<file path="src/fe_pcs_pkg.sv">
/*
 Package for the 100BASE-X coding block: code groups, timing counts.
 Assumes a 200 MHz system clock.
*/
package fe_pcs_pkg;
    localparam int unsigned CLK_MHZ = 200;
    localparam logic [4:0] CG_IDLE = 5'h1F;
    localparam logic [4:0] CG_J = 5'h18;
    localparam logic [4:0] CG_K = 5'h11;
    localparam logic [4:0] CG_T = 5'h0D;
    localparam logic [4:0] CG_R = 5'h07;
    localparam logic [4:0] CG_H = 5'h04;
    localparam logic [3:0] NIB_PREAMBLE = 4'h5;
    localparam logic [3:0] NIB_ERROR = 4'h5;
    // Link qualification times
    localparam int unsigned LOCK_TIME_MS = 50;
    localparam int unsigned IDLE_WINDOW_MS = 2;
    localparam int unsigned LOCK_CYCLES = LOCK_TIME_MS * 1000 * CLK_MHZ;
    localparam int unsigned IDLE_WINDOW_CYCLES = IDLE_WINDOW_MS * 1000 * CLK_MHZ;
    localparam int unsigned IDLE_RUN_MIN = 16;
    // 25 MHz MII clock: toggle every 4 system cycles
    localparam int unsigned MII_HALF_PERIOD = 4;
    localparam int unsigned LINK10_HOLD_CYCLES = 1000;
endpackage : fe_pcs_pkg

</file>
<file path="src/fe_sym_codec.sv">
/*
 4B/5B code group encode and decode functions wrapped as a small module.
 Purely combinational; assumes the caller registers its outputs.
*/
`timescale 1ns/1ps
`default_nettype none
module fe_sym_codec (
    input wire logic [3:0] enc_nib_i, // Nibble to encode
    output logic [4:0] enc_cg_o, // Data code group
    input wire logic [4:0] dec_cg_i, // Code group to decode
    output logic [3:0] dec_nib_o, // Decoded nibble
    output logic dec_ok_o // Code group is a data group
);
    // ----------------------------------------
    // Encoder table
    // ----------------------------------------
    always_comb begin
        unique case (enc_nib_i)
            4'h0: enc_cg_o = 5'h1E;
            4'h1: enc_cg_o = 5'h09;
            4'h2: enc_cg_o = 5'h14;
            4'h3: enc_cg_o = 5'h15;
            4'h4: enc_cg_o = 5'h0A;
            4'h5: enc_cg_o = 5'h0B;
            4'h6: enc_cg_o = 5'h0E;
            4'h7: enc_cg_o = 5'h0F;
            4'h8: enc_cg_o = 5'h12;
            4'h9: enc_cg_o = 5'h13;
            4'hA: enc_cg_o = 5'h16;
            4'hB: enc_cg_o = 5'h17;
            4'hC: enc_cg_o = 5'h1A;
            4'hD: enc_cg_o = 5'h1B;
            4'hE: enc_cg_o = 5'h1C;
            4'hF: enc_cg_o = 5'h1D;
        endcase
    end

    // ----------------------------------------
    // Decoder; control and invalid groups flag not-ok
    // ----------------------------------------
    always_comb begin
        dec_ok_o = 1'b1;
        dec_nib_o = 4'h0;
        unique case (dec_cg_i)
            5'h1E: dec_nib_o = 4'h0;
            5'h09: dec_nib_o = 4'h1;
            5'h14: dec_nib_o = 4'h2;
            5'h15: dec_nib_o = 4'h3;
            5'h0A: dec_nib_o = 4'h4;
            5'h0B: dec_nib_o = 4'h5;
            5'h0E: dec_nib_o = 4'h6;
            5'h0F: dec_nib_o = 4'h7;
            5'h12: dec_nib_o = 4'h8;
            5'h13: dec_nib_o = 4'h9;
            5'h16: dec_nib_o = 4'hA;
            5'h17: dec_nib_o = 4'hB;
            5'h1A: dec_nib_o = 4'hC;
            5'h1B: dec_nib_o = 4'hD;
            5'h1C: dec_nib_o = 4'hE;
            5'h1D: dec_nib_o = 4'hF;
            default: dec_ok_o = 1'b0;
        endcase
    end
endmodule // fe_sym_codec
`default_nettype wire

</file>
<file path="src/fe_pcs_pma.sv">
/*
 100BASE-X coding and link logic: MII transmit to code groups, code groups
 back to MII receive, link qualification, carrier sense, link-failure override.
 Assumes one 200 MHz clock; the MII clocks are made here by a divider and the
 code-group streams are exchanged one group per MII clock tick.
*/
`timescale 1ns/1ps
`default_nettype none
module fe_pcs_pma (
    input wire logic clk_i, // 200 MHz system clock
    input wire logic rst_i, // Synchronous reset, active high
    output logic mii_clk_o, // 25 MHz transmit and receive clock
    input wire logic tx_en_i, // Transmit enable from MAC
    input wire logic tx_er_i, // Transmit error from MAC
    input wire logic [3:0] txd_i, // Transmit nibble
    output logic [4:0] tx_cg_o, // Code group to line driver
    output logic tx_flp_o, // Link pulse bursts requested instead of data
    input wire logic [4:0] rx_cg_i, // Code group from descrambler
    input wire logic lock_i, // Descrambler locked (asynchronous)
    input wire logic link10_hint_i, // 10 Mbps receiver link indication
    output logic [3:0] rxd_o, // Receive nibble
    output logic rx_dv_o, // Receive data valid
    output logic rx_er_o, // Receive error
    output logic crs_o, // Carrier sense
    input wire logic an_enable_i, // Auto-negotiation enabled
    input wire logic link_override_i, // Link-failure override (16.14)
    output logic link_up_o, // Link status (1.2 / 17.10)
    output logic link_lost_o, // One-cycle link loss event
    output logic an_restart_o, // One-cycle negotiation restart
    output logic link10_o // Permanent 10 Mbps link, never from TX idle
);
    // ----------------------------------------
    // State
    // ----------------------------------------
    typedef enum logic [2:0] {TX_IDLE, TX_K, TX_DATA, TX_T, TX_R} tx_state_type;
    typedef enum logic [1:0] {RX_IDLE, RX_GOT_J, RX_FRAME, RX_GOT_T} rx_state_type;

    typedef struct packed {
        logic [1:0] div;
        logic mii_clk;
        tx_state_type tx_st;
        logic [4:0] tx_cg;
        rx_state_type rx_st;
        logic [4:0] rx_prev;
        logic [3:0] rxd;
        logic rx_dv;
        logic rx_er;
        logic crs;
        logic [1:0] lock_sync;
        logic [31:0] lock_cnt;
        logic [31:0] win_cnt;
        logic [4:0] idle_run;
        logic run_seen;
        logic link_up;
        logic link_lost;
        logic an_restart;
    } state_type;

    state_type q, d;
    logic tick;
    logic [4:0] enc_cg;
    logic [3:0] dec_nib;
    logic dec_ok;
    logic tx_allowed;

    fe_sym_codec u_codec (
        .enc_nib_i(txd_i),
        .enc_cg_o(enc_cg),
        .dec_cg_i(q.rx_prev),
        .dec_nib_o(dec_nib),
        .dec_ok_o(dec_ok)
    );

    // Symbol tick on the MII clock rising edge
    assign tick = (q.div == 2'(fe_pcs_pkg::MII_HALF_PERIOD - 1)) && !q.mii_clk;
    // Data only with link, or with override and negotiation off
    assign tx_allowed = q.link_up || (link_override_i && !an_enable_i);

    // ----------------------------------------
    // Next-state logic
    // ----------------------------------------
    always_comb begin
        d = q;
        d.link_lost = 1'b0;
        d.an_restart = 1'b0;
        d.lock_sync = {q.lock_sync[0], lock_i};
        // Clock divider, 200/8 = 25 MHz
        if (q.div == 2'(fe_pcs_pkg::MII_HALF_PERIOD - 1)) begin
            d.div = 2'h0;
            d.mii_clk = !q.mii_clk;
        end else begin
            d.div = q.div + 2'h1;
        end
        // Transmit path, one code group per tick
        if (tick) begin
            unique case (q.tx_st)
                TX_IDLE: begin
                    if (tx_en_i && tx_allowed) begin
                        d.tx_cg = fe_pcs_pkg::CG_J;
                        d.tx_st = TX_K;
                    end else begin
                        d.tx_cg = fe_pcs_pkg::CG_IDLE;
                    end
                end
                TX_K: begin
                    d.tx_cg = fe_pcs_pkg::CG_K;
                    d.tx_st = TX_DATA;
                end
                TX_DATA: begin
                    if (!tx_en_i) begin
                        d.tx_cg = fe_pcs_pkg::CG_T;
                        d.tx_st = TX_R;
                    end else if (tx_er_i) begin
                        d.tx_cg = fe_pcs_pkg::CG_H;
                    end else begin
                        d.tx_cg = enc_cg;
                    end
                end
                TX_T: begin
                    d.tx_cg = fe_pcs_pkg::CG_T;
                    d.tx_st = TX_R;
                end
                TX_R: begin
                    d.tx_cg = fe_pcs_pkg::CG_R;
                    d.tx_st = TX_IDLE;
                end
                default: begin
                    d.tx_cg = fe_pcs_pkg::CG_IDLE;
                    d.tx_st = TX_IDLE;
                end
            endcase
        end
        // Receive path; decodes the previous group and peeks at the current one,
        // which costs one tick of latency but lets J/K become two preamble nibbles
        if (tick) begin
            d.rx_er = 1'b0;
            d.rx_prev = rx_cg_i;
            unique case (q.rx_st)
                RX_IDLE: begin
                    d.rx_dv = 1'b0;
                    d.rxd = 4'h0;
                    if (q.rx_prev == fe_pcs_pkg::CG_J && rx_cg_i == fe_pcs_pkg::CG_K) begin
                        d.crs = 1'b1;
                        d.rx_dv = 1'b1;
                        d.rxd = fe_pcs_pkg::NIB_PREAMBLE;
                        d.rx_st = RX_GOT_J;
                    end
                end
                RX_GOT_J: begin
                    // Second preamble nibble stands in for K
                    d.rx_dv = 1'b1;
                    d.rxd = fe_pcs_pkg::NIB_PREAMBLE;
                    d.rx_st = RX_FRAME;
                end
                RX_FRAME: begin
                    if (q.rx_prev == fe_pcs_pkg::CG_T) begin
                        d.rx_dv = 1'b0;
                        d.rx_st = RX_GOT_T;
                    end else if (q.rx_prev == fe_pcs_pkg::CG_IDLE) begin
                        d.crs = 1'b0;
                        d.rx_er = 1'b1;
                        d.rx_dv = 1'b0;
                        d.rx_st = RX_IDLE;
                    end else if (dec_ok) begin
                        d.rx_dv = 1'b1;
                        d.rxd = dec_nib;
                    end else begin
                        d.rx_er = 1'b1;
                        d.rxd = fe_pcs_pkg::NIB_ERROR;
                    end
                end
                RX_GOT_T: begin
                    d.crs = 1'b0;
                    d.rx_st = RX_IDLE;
                    if (q.rx_prev != fe_pcs_pkg::CG_R) begin
                        d.rx_er = 1'b1;
                    end
                end
                default: d.rx_st = RX_IDLE;
            endcase
        end
        // Link qualification
        if (!q.lock_sync[1]) begin
            d.lock_cnt = 32'h0;
        end else if (q.lock_cnt < 32'(fe_pcs_pkg::LOCK_CYCLES)) begin
            d.lock_cnt = q.lock_cnt + 32'h1;
        end
        if (tick) begin
            if (rx_cg_i == fe_pcs_pkg::CG_IDLE) begin
                if (q.idle_run < 5'(fe_pcs_pkg::IDLE_RUN_MIN)) begin
                    d.idle_run = q.idle_run + 5'h1;
                end
            end else begin
                d.idle_run = 5'h0;
            end
        end
        if (q.idle_run >= 5'(fe_pcs_pkg::IDLE_RUN_MIN)) begin
            d.run_seen = 1'b1;
        end
        if (!q.link_up) begin
            d.win_cnt = 32'h0;
            d.run_seen = 1'b0;
            if (q.lock_cnt >= 32'(fe_pcs_pkg::LOCK_CYCLES)) begin
                d.link_up = 1'b1;
            end
        end else if (q.win_cnt == 32'(fe_pcs_pkg::IDLE_WINDOW_CYCLES - 1)) begin
            d.win_cnt = 32'h0;
            d.run_seen = 1'b0;
            if (!q.run_seen) begin
                d.link_up = 1'b0;
                d.lock_cnt = 32'h0;
                d.link_lost = 1'b1;
                d.an_restart = an_enable_i;
            end
        end else begin
            d.win_cnt = q.win_cnt + 32'h1;
        end
    end

    // ----------------------------------------
    // Registers
    // ----------------------------------------
    always_ff @(posedge clk_i) begin
        if (rst_i) begin
            q <= '0;
            q.tx_st <= TX_IDLE;
            q.rx_st <= RX_IDLE;
            q.tx_cg <= fe_pcs_pkg::CG_IDLE;
        end else begin
            q <= d;
        end
    end

    // ----------------------------------------
    // Outputs
    // ----------------------------------------
    assign mii_clk_o = q.mii_clk;
    assign tx_cg_o = q.tx_cg;
    // Without link, negotiation sends pulse bursts
    assign tx_flp_o = an_enable_i && !q.link_up;
    assign rxd_o = q.rxd;
    assign rx_dv_o = q.rx_dv;
    assign rx_er_o = q.rx_er;
    assign crs_o = q.crs;
    assign link_up_o = q.link_up;
    assign link_lost_o = q.link_lost;
    assign an_restart_o = q.an_restart;
    // 10 Mbps link never latched from idle waveforms here
    assign link10_o = 1'b0;
endmodule // fe_pcs_pma
`default_nettype wire

</file>
<file path="config.mk">
export PLATFORM = sky130hd
export DESIGN_NAME = fe_pcs_pma
export DESIGN_NICKNAME = d
export VERILOG_FILES = /design/src/fe_pcs_pkg.sv /design/src/fe_sym_codec.sv /design/src/fe_pcs_pma.sv
export SDC_FILE = /design/constraint.sdc
export NUM_CORES = 1
export LEC_CHECK = 0
export BUFFER_PORTS_ARGS = -buffer_cell sky130_fd_sc_hd__buf_2
export CORE_ASPECT_RATIO = 0.8
export CORE_MARGIN = 1
export CORE_UTILIZATION = 44
export CTS_CLUSTER_DIAMETER = 100
export DETAILED_ROUTE_END_ITERATION = 8
export HOLD_SLACK_MARGIN = 0.15
export MAX_ROUTING_LAYER = met4
export RECOVER_POWER = 50
export REMOVE_ABC_BUFFERS = 1
export SYNTH_ARGS = -nofsm -noshare
export SYNTH_HDL_FRONTEND = slang
export SYNTH_SLANG_ARGS = --single-unit
</file>
<file path="constraint.sdc">
create_clock -name clk_i -period 1.9 [get_ports clk_i]
set_clock_uncertainty 0.05 [all_clocks]
set_input_delay 0.285 -clock clk_i [delete_from_list [all_inputs] [get_ports clk_i]]
set_output_delay 0.285 -clock clk_i [all_outputs]
set_load 0.02 [all_outputs]
</file>
==> results.md <==
- The initial utilization of the core area, before any placement, comes to 0.453.
- After clock tree synthesis, the clock-pin slew on the worst setup and hold paths is 60 ps.
- In the routed design, unresolved DRC markers number 0.
- The most common cell in the synthesized netlist is dfxtp_1.
- The iteration-0 DRC count of the detailed router is between 150 and 200.
- The startpoint type of the worst setup path is a flop.
- The overall die height is between 90 and 100 um.
- The final core area utilization is 0.588.
- Once detail routing completed, the nets flagged for antenna violations numbered 0.
- Across the VDD grid, the largest voltage drop is 0.000556 V.
- The area fraction of the dominant cell type after synthesis is 0.408.
- The final estimated routing congestion in global placement is approximately 0.83.
- The final number of hold-violating endpoints is 0.
- The number of synthesized flops with an enable pin is 0.
- The largest net degree at the start of global routing is 17.
- Clock tree synthesis inserted a total of 9 buffers.
- The worst pin sits at a relative slew slack of 0.614.
- Of the synthesized area, sequential elements account for 0.408.
- The worst hold margin is approximately 190 ps.
- Along the worst path, the maximum fanout reaches 4.
- The post-detailed-route via-to-cell ratio is 5.39.
- The H-tree was split into 3 levels.
- The number of antenna violations at the first check in global routing was 0.
- After synthesis the netlist holds a flip-flop and latch count of 100.
- The commonest cells after synthesis are dfxtp_1 (100), nor2_1 (74), a21oi_1 (38), nand2_1 (38), o21ai_0 (31).
- The fill cell instance count of the final layout is 969.
- The width of the chip is 120 um.
- The average instance in the mapped netlist occupies 8.27 um2.
- The final worst slack is -145 ps.
- For the pin with the worst max-slew slack, the measured transition is 579 ps.
- The average routed wire per standard cell is about 14 um.
- After layout, the minimum clock period comes to 2040 ps.
- The overall overflow remaining after global route is 0.
- CTS placed an instance of clkbuf_16 at the clock tree root.
- In the post-synthesis netlist, the biggest area contributors are dfxtp_1 (41%), nor2_1 (5.7%), a21oi_1 (3.9%), xor2_1 (3.7%), nand4_1 (3.6%).
- Of the cells placed in the final design, the portion with a size suffix greater than 1 is 0.246.
- The data required time at the worst endpoint is 2130 ps.
- The number of buffer cells added on primary ports is 32.
- Compared with the post-synthesis result, the final layout area differs by 29.9%.
- The total number of clock tree sinks is 100.
- The final setup violation count is 24.
- In the final design database the tool counted around 730 nets.
- The portion of the clock cycle consumed by the worst path in the final layout is 1.08.
- Synthesis instantiated 59 different standard cells from the library.
- The start-to-end type of the worst setup path is reg2reg.
- The detailed-route wire length is roughly 12000 um.
- The tool flagged a number of max-cap violations equal to 0.
- After synthesis the cells add up to between 4000 and 5000 um2.
- The HPWL after detailed placement is 7550 um.
- After technology mapping, the gate count stands at about 590.
- The flow ran to the end, but the final reports show violations.
- TritonCTS built the clock tree.
- Before antenna repair, the detailed router went through 5 iterations.
- The I/O pin total is 35.
- The maximum clock insertion buffer count is 2.
- The tightest min-delay check is of the in2reg type.
- The capturing element type of the critical path is a flop.
- The die covers roughly 12000 um2.
- The final reports fail on setup timing.
- The fraction of synthesis flops using an asynchronous set or reset pin is 0.
- The number of max-slew violations in the final report was 0.
- Summed over all failing endpoints, the final setup total negative slack is -2180 ps.
- The leakage dissipation is ~2.3 nW.
- The floorplan has 34 rows.
- The first global-routing pass estimated roughly 19000 um of wire.
- At the worst endpoint, the arrival time is about 2300 ps.
- The standard cell core area is around 11000 um2.
- The largest area contributor in the synthesized netlist is dfxtp_1.
- For this run, the number of Yosys warnings is 0.
- The number of global-route vias before repair is between 4000 and 5000.
- The final route contains about 4600 vias.
- Based on the critical path, the design can be clocked at up to roughly 0.5 GHz.
- Setup repair after global routing could not meet its margin everywhere.
- For this run, the leading register cell type out of synthesis is dfxtp_1.
- The clock reaches the later pin of the worst-skew pair after between 300 and 400 ps.
- The number of antenna diodes in the final layout is 0.
- Across every metal layer, demand over resource in global routing totals 0.209.
- In this run the power density over the cells is between 600 and 700 nW/um2.
## power breakdown
part / internal (mW) / switching (mW) / leakage (nW)
combinational: 0.0755 / 0.105 / 1.31
sequential: 2.12 / 0.0172 / 0.811
clock: 1.05 / 0.747 / 0.140
total: 3.24 / 0.869 / 2.26
## layer usage
metal | global-route usage | up-vias | part of all wire
li1 | - | 2296 | -
met1 | 0.260 | 2146 | 0.46
met2 | 0.343 | 108 | 0.48
met3 | 0.0446 | 14 | 0.049
met4 | 0.0573 | 0 | 0.013
met5 | - | - | 0
## flip-flops by register name, summed over array words and instances (netlist names)
register / flops
crs_o: 1
link_lost_o: 1
mii_clk_o: 1
rxd_o: 4
rx_er_o: 1
tx_cg_o: 5
rx_dv_o: 1
q: 83
d: 1
an_restart_o: 1
link_up_o: 1
## final timing paths
path               startpoint          endpoint  slack, ps  cells past startpoint
max          q[55]$_SDFF_PP0_  q[56]$_SDFF_PP0_       -140                      6
min                     rst_i  d[74]$_SDFF_PP0_        190                      2
max reg2reg  q[55]$_SDFF_PP0_  q[56]$_SDFF_PP0_       -140                      6
min reg2reg  q[98]$_SDFF_PP0_  q[98]$_SDFF_PP0_        380                      1
## final cells by class
| class | count | area, um2 | share of cell area |
|---|---|---|---|
| timing repair buffer | 130 | 981 | 0.154 |
| multi-input combinational | 428 | 2810 | 0.440 |
| clock inverter | 2 | 35.0 | 0.00549 |
| tap | 144 | 180 | 0.0283 |
| sequential | 100 | 2010 | 0.315 |
| inverter | 30 | 113 | 0.0177 |
| clock buffer | 13 | 250 | 0.0392 |
## critical path: stages (launching register included)
cell and delay [ps]:
dfxtp_1 340, nor3_1 240, o21ai_1 200, a2111o_1 470, buf_6 160, or4_4 410, a21oi_2 120
## kinds of logic (layout without fill, tap and decap cells)
kind of cell	count (synthesis)	in the layout	share of synthesized area
AO/OA/AOI/OAI	106	107	0.133
XOR/XNOR	37	37	0.0660
adder cells (fa/ha/maj)	11	11	0.0280
buffers and inverters	67	175	0.0639
flip-flops	100	100	0.408
multiplexers	3	3	0.00611
other	1	1	0.000764
AND/OR/NAND/NOR	269	269	0.295
## per-stage QoR
| stage | std cells | setup WS (ps) | cell area [um2] | power (mW) |
|---|---|---|---|---|
| CTS | 842 | -123 | 6190 | 4.16 |
| finish | 847 | -145 | 6380 | 4.11 |
| floorplan | 557 | -238 | 4710 | 2.27 |
| detailed placement | 811 | -114 | 5670 | 2.35 |
| global placement | 811 | -80.9 | 5670 | 2.35 |
| global route | 847 | -223 | 6380 | 4.28 |
## cell usage in the layout, fill, tap and decap left out, types with 3 or more instances in the layout
cell,n
o21ai_0,28
nor3_1,19
o31ai_1,3
and3_1,8
mux2i_1,3
or3_4,8
clkbuf_1,23
clkbuf_16,10
a21oi_2,14
buf_6,6
nor3_2,3
dfxtp_2,7
inv_1,30
a21oi_1,30
nand4_1,28
nand2b_1,11
xnor2_1,15
nor2b_1,9
and4_1,6
nor4_2,4
nand2_1,38
o21ai_1,4
nor2_1,74
buf_4,78
ha_1,10
or3_1,9
buf_2,14
xor2_1,21
dlygate4sd3_1,7
nand3_1,22
buf_12,3
nor4_1,7
dfxtp_1,93
## timing repair
| action | 4_1_cts | 5_1_grt |
|---|---|---|
| setup endpoints to repair | 65 | 70 |
| gates cloned | 2 | 2 |
| hold endpoints to repair | 7 | 0 |
| pin swaps | 15 | 17 |
| hold buffers | 7 | 0 |
| setup buffers | 7 | 3 |
| resized for setup | 25 | 37 |
(Power assumes the default switching activity.)
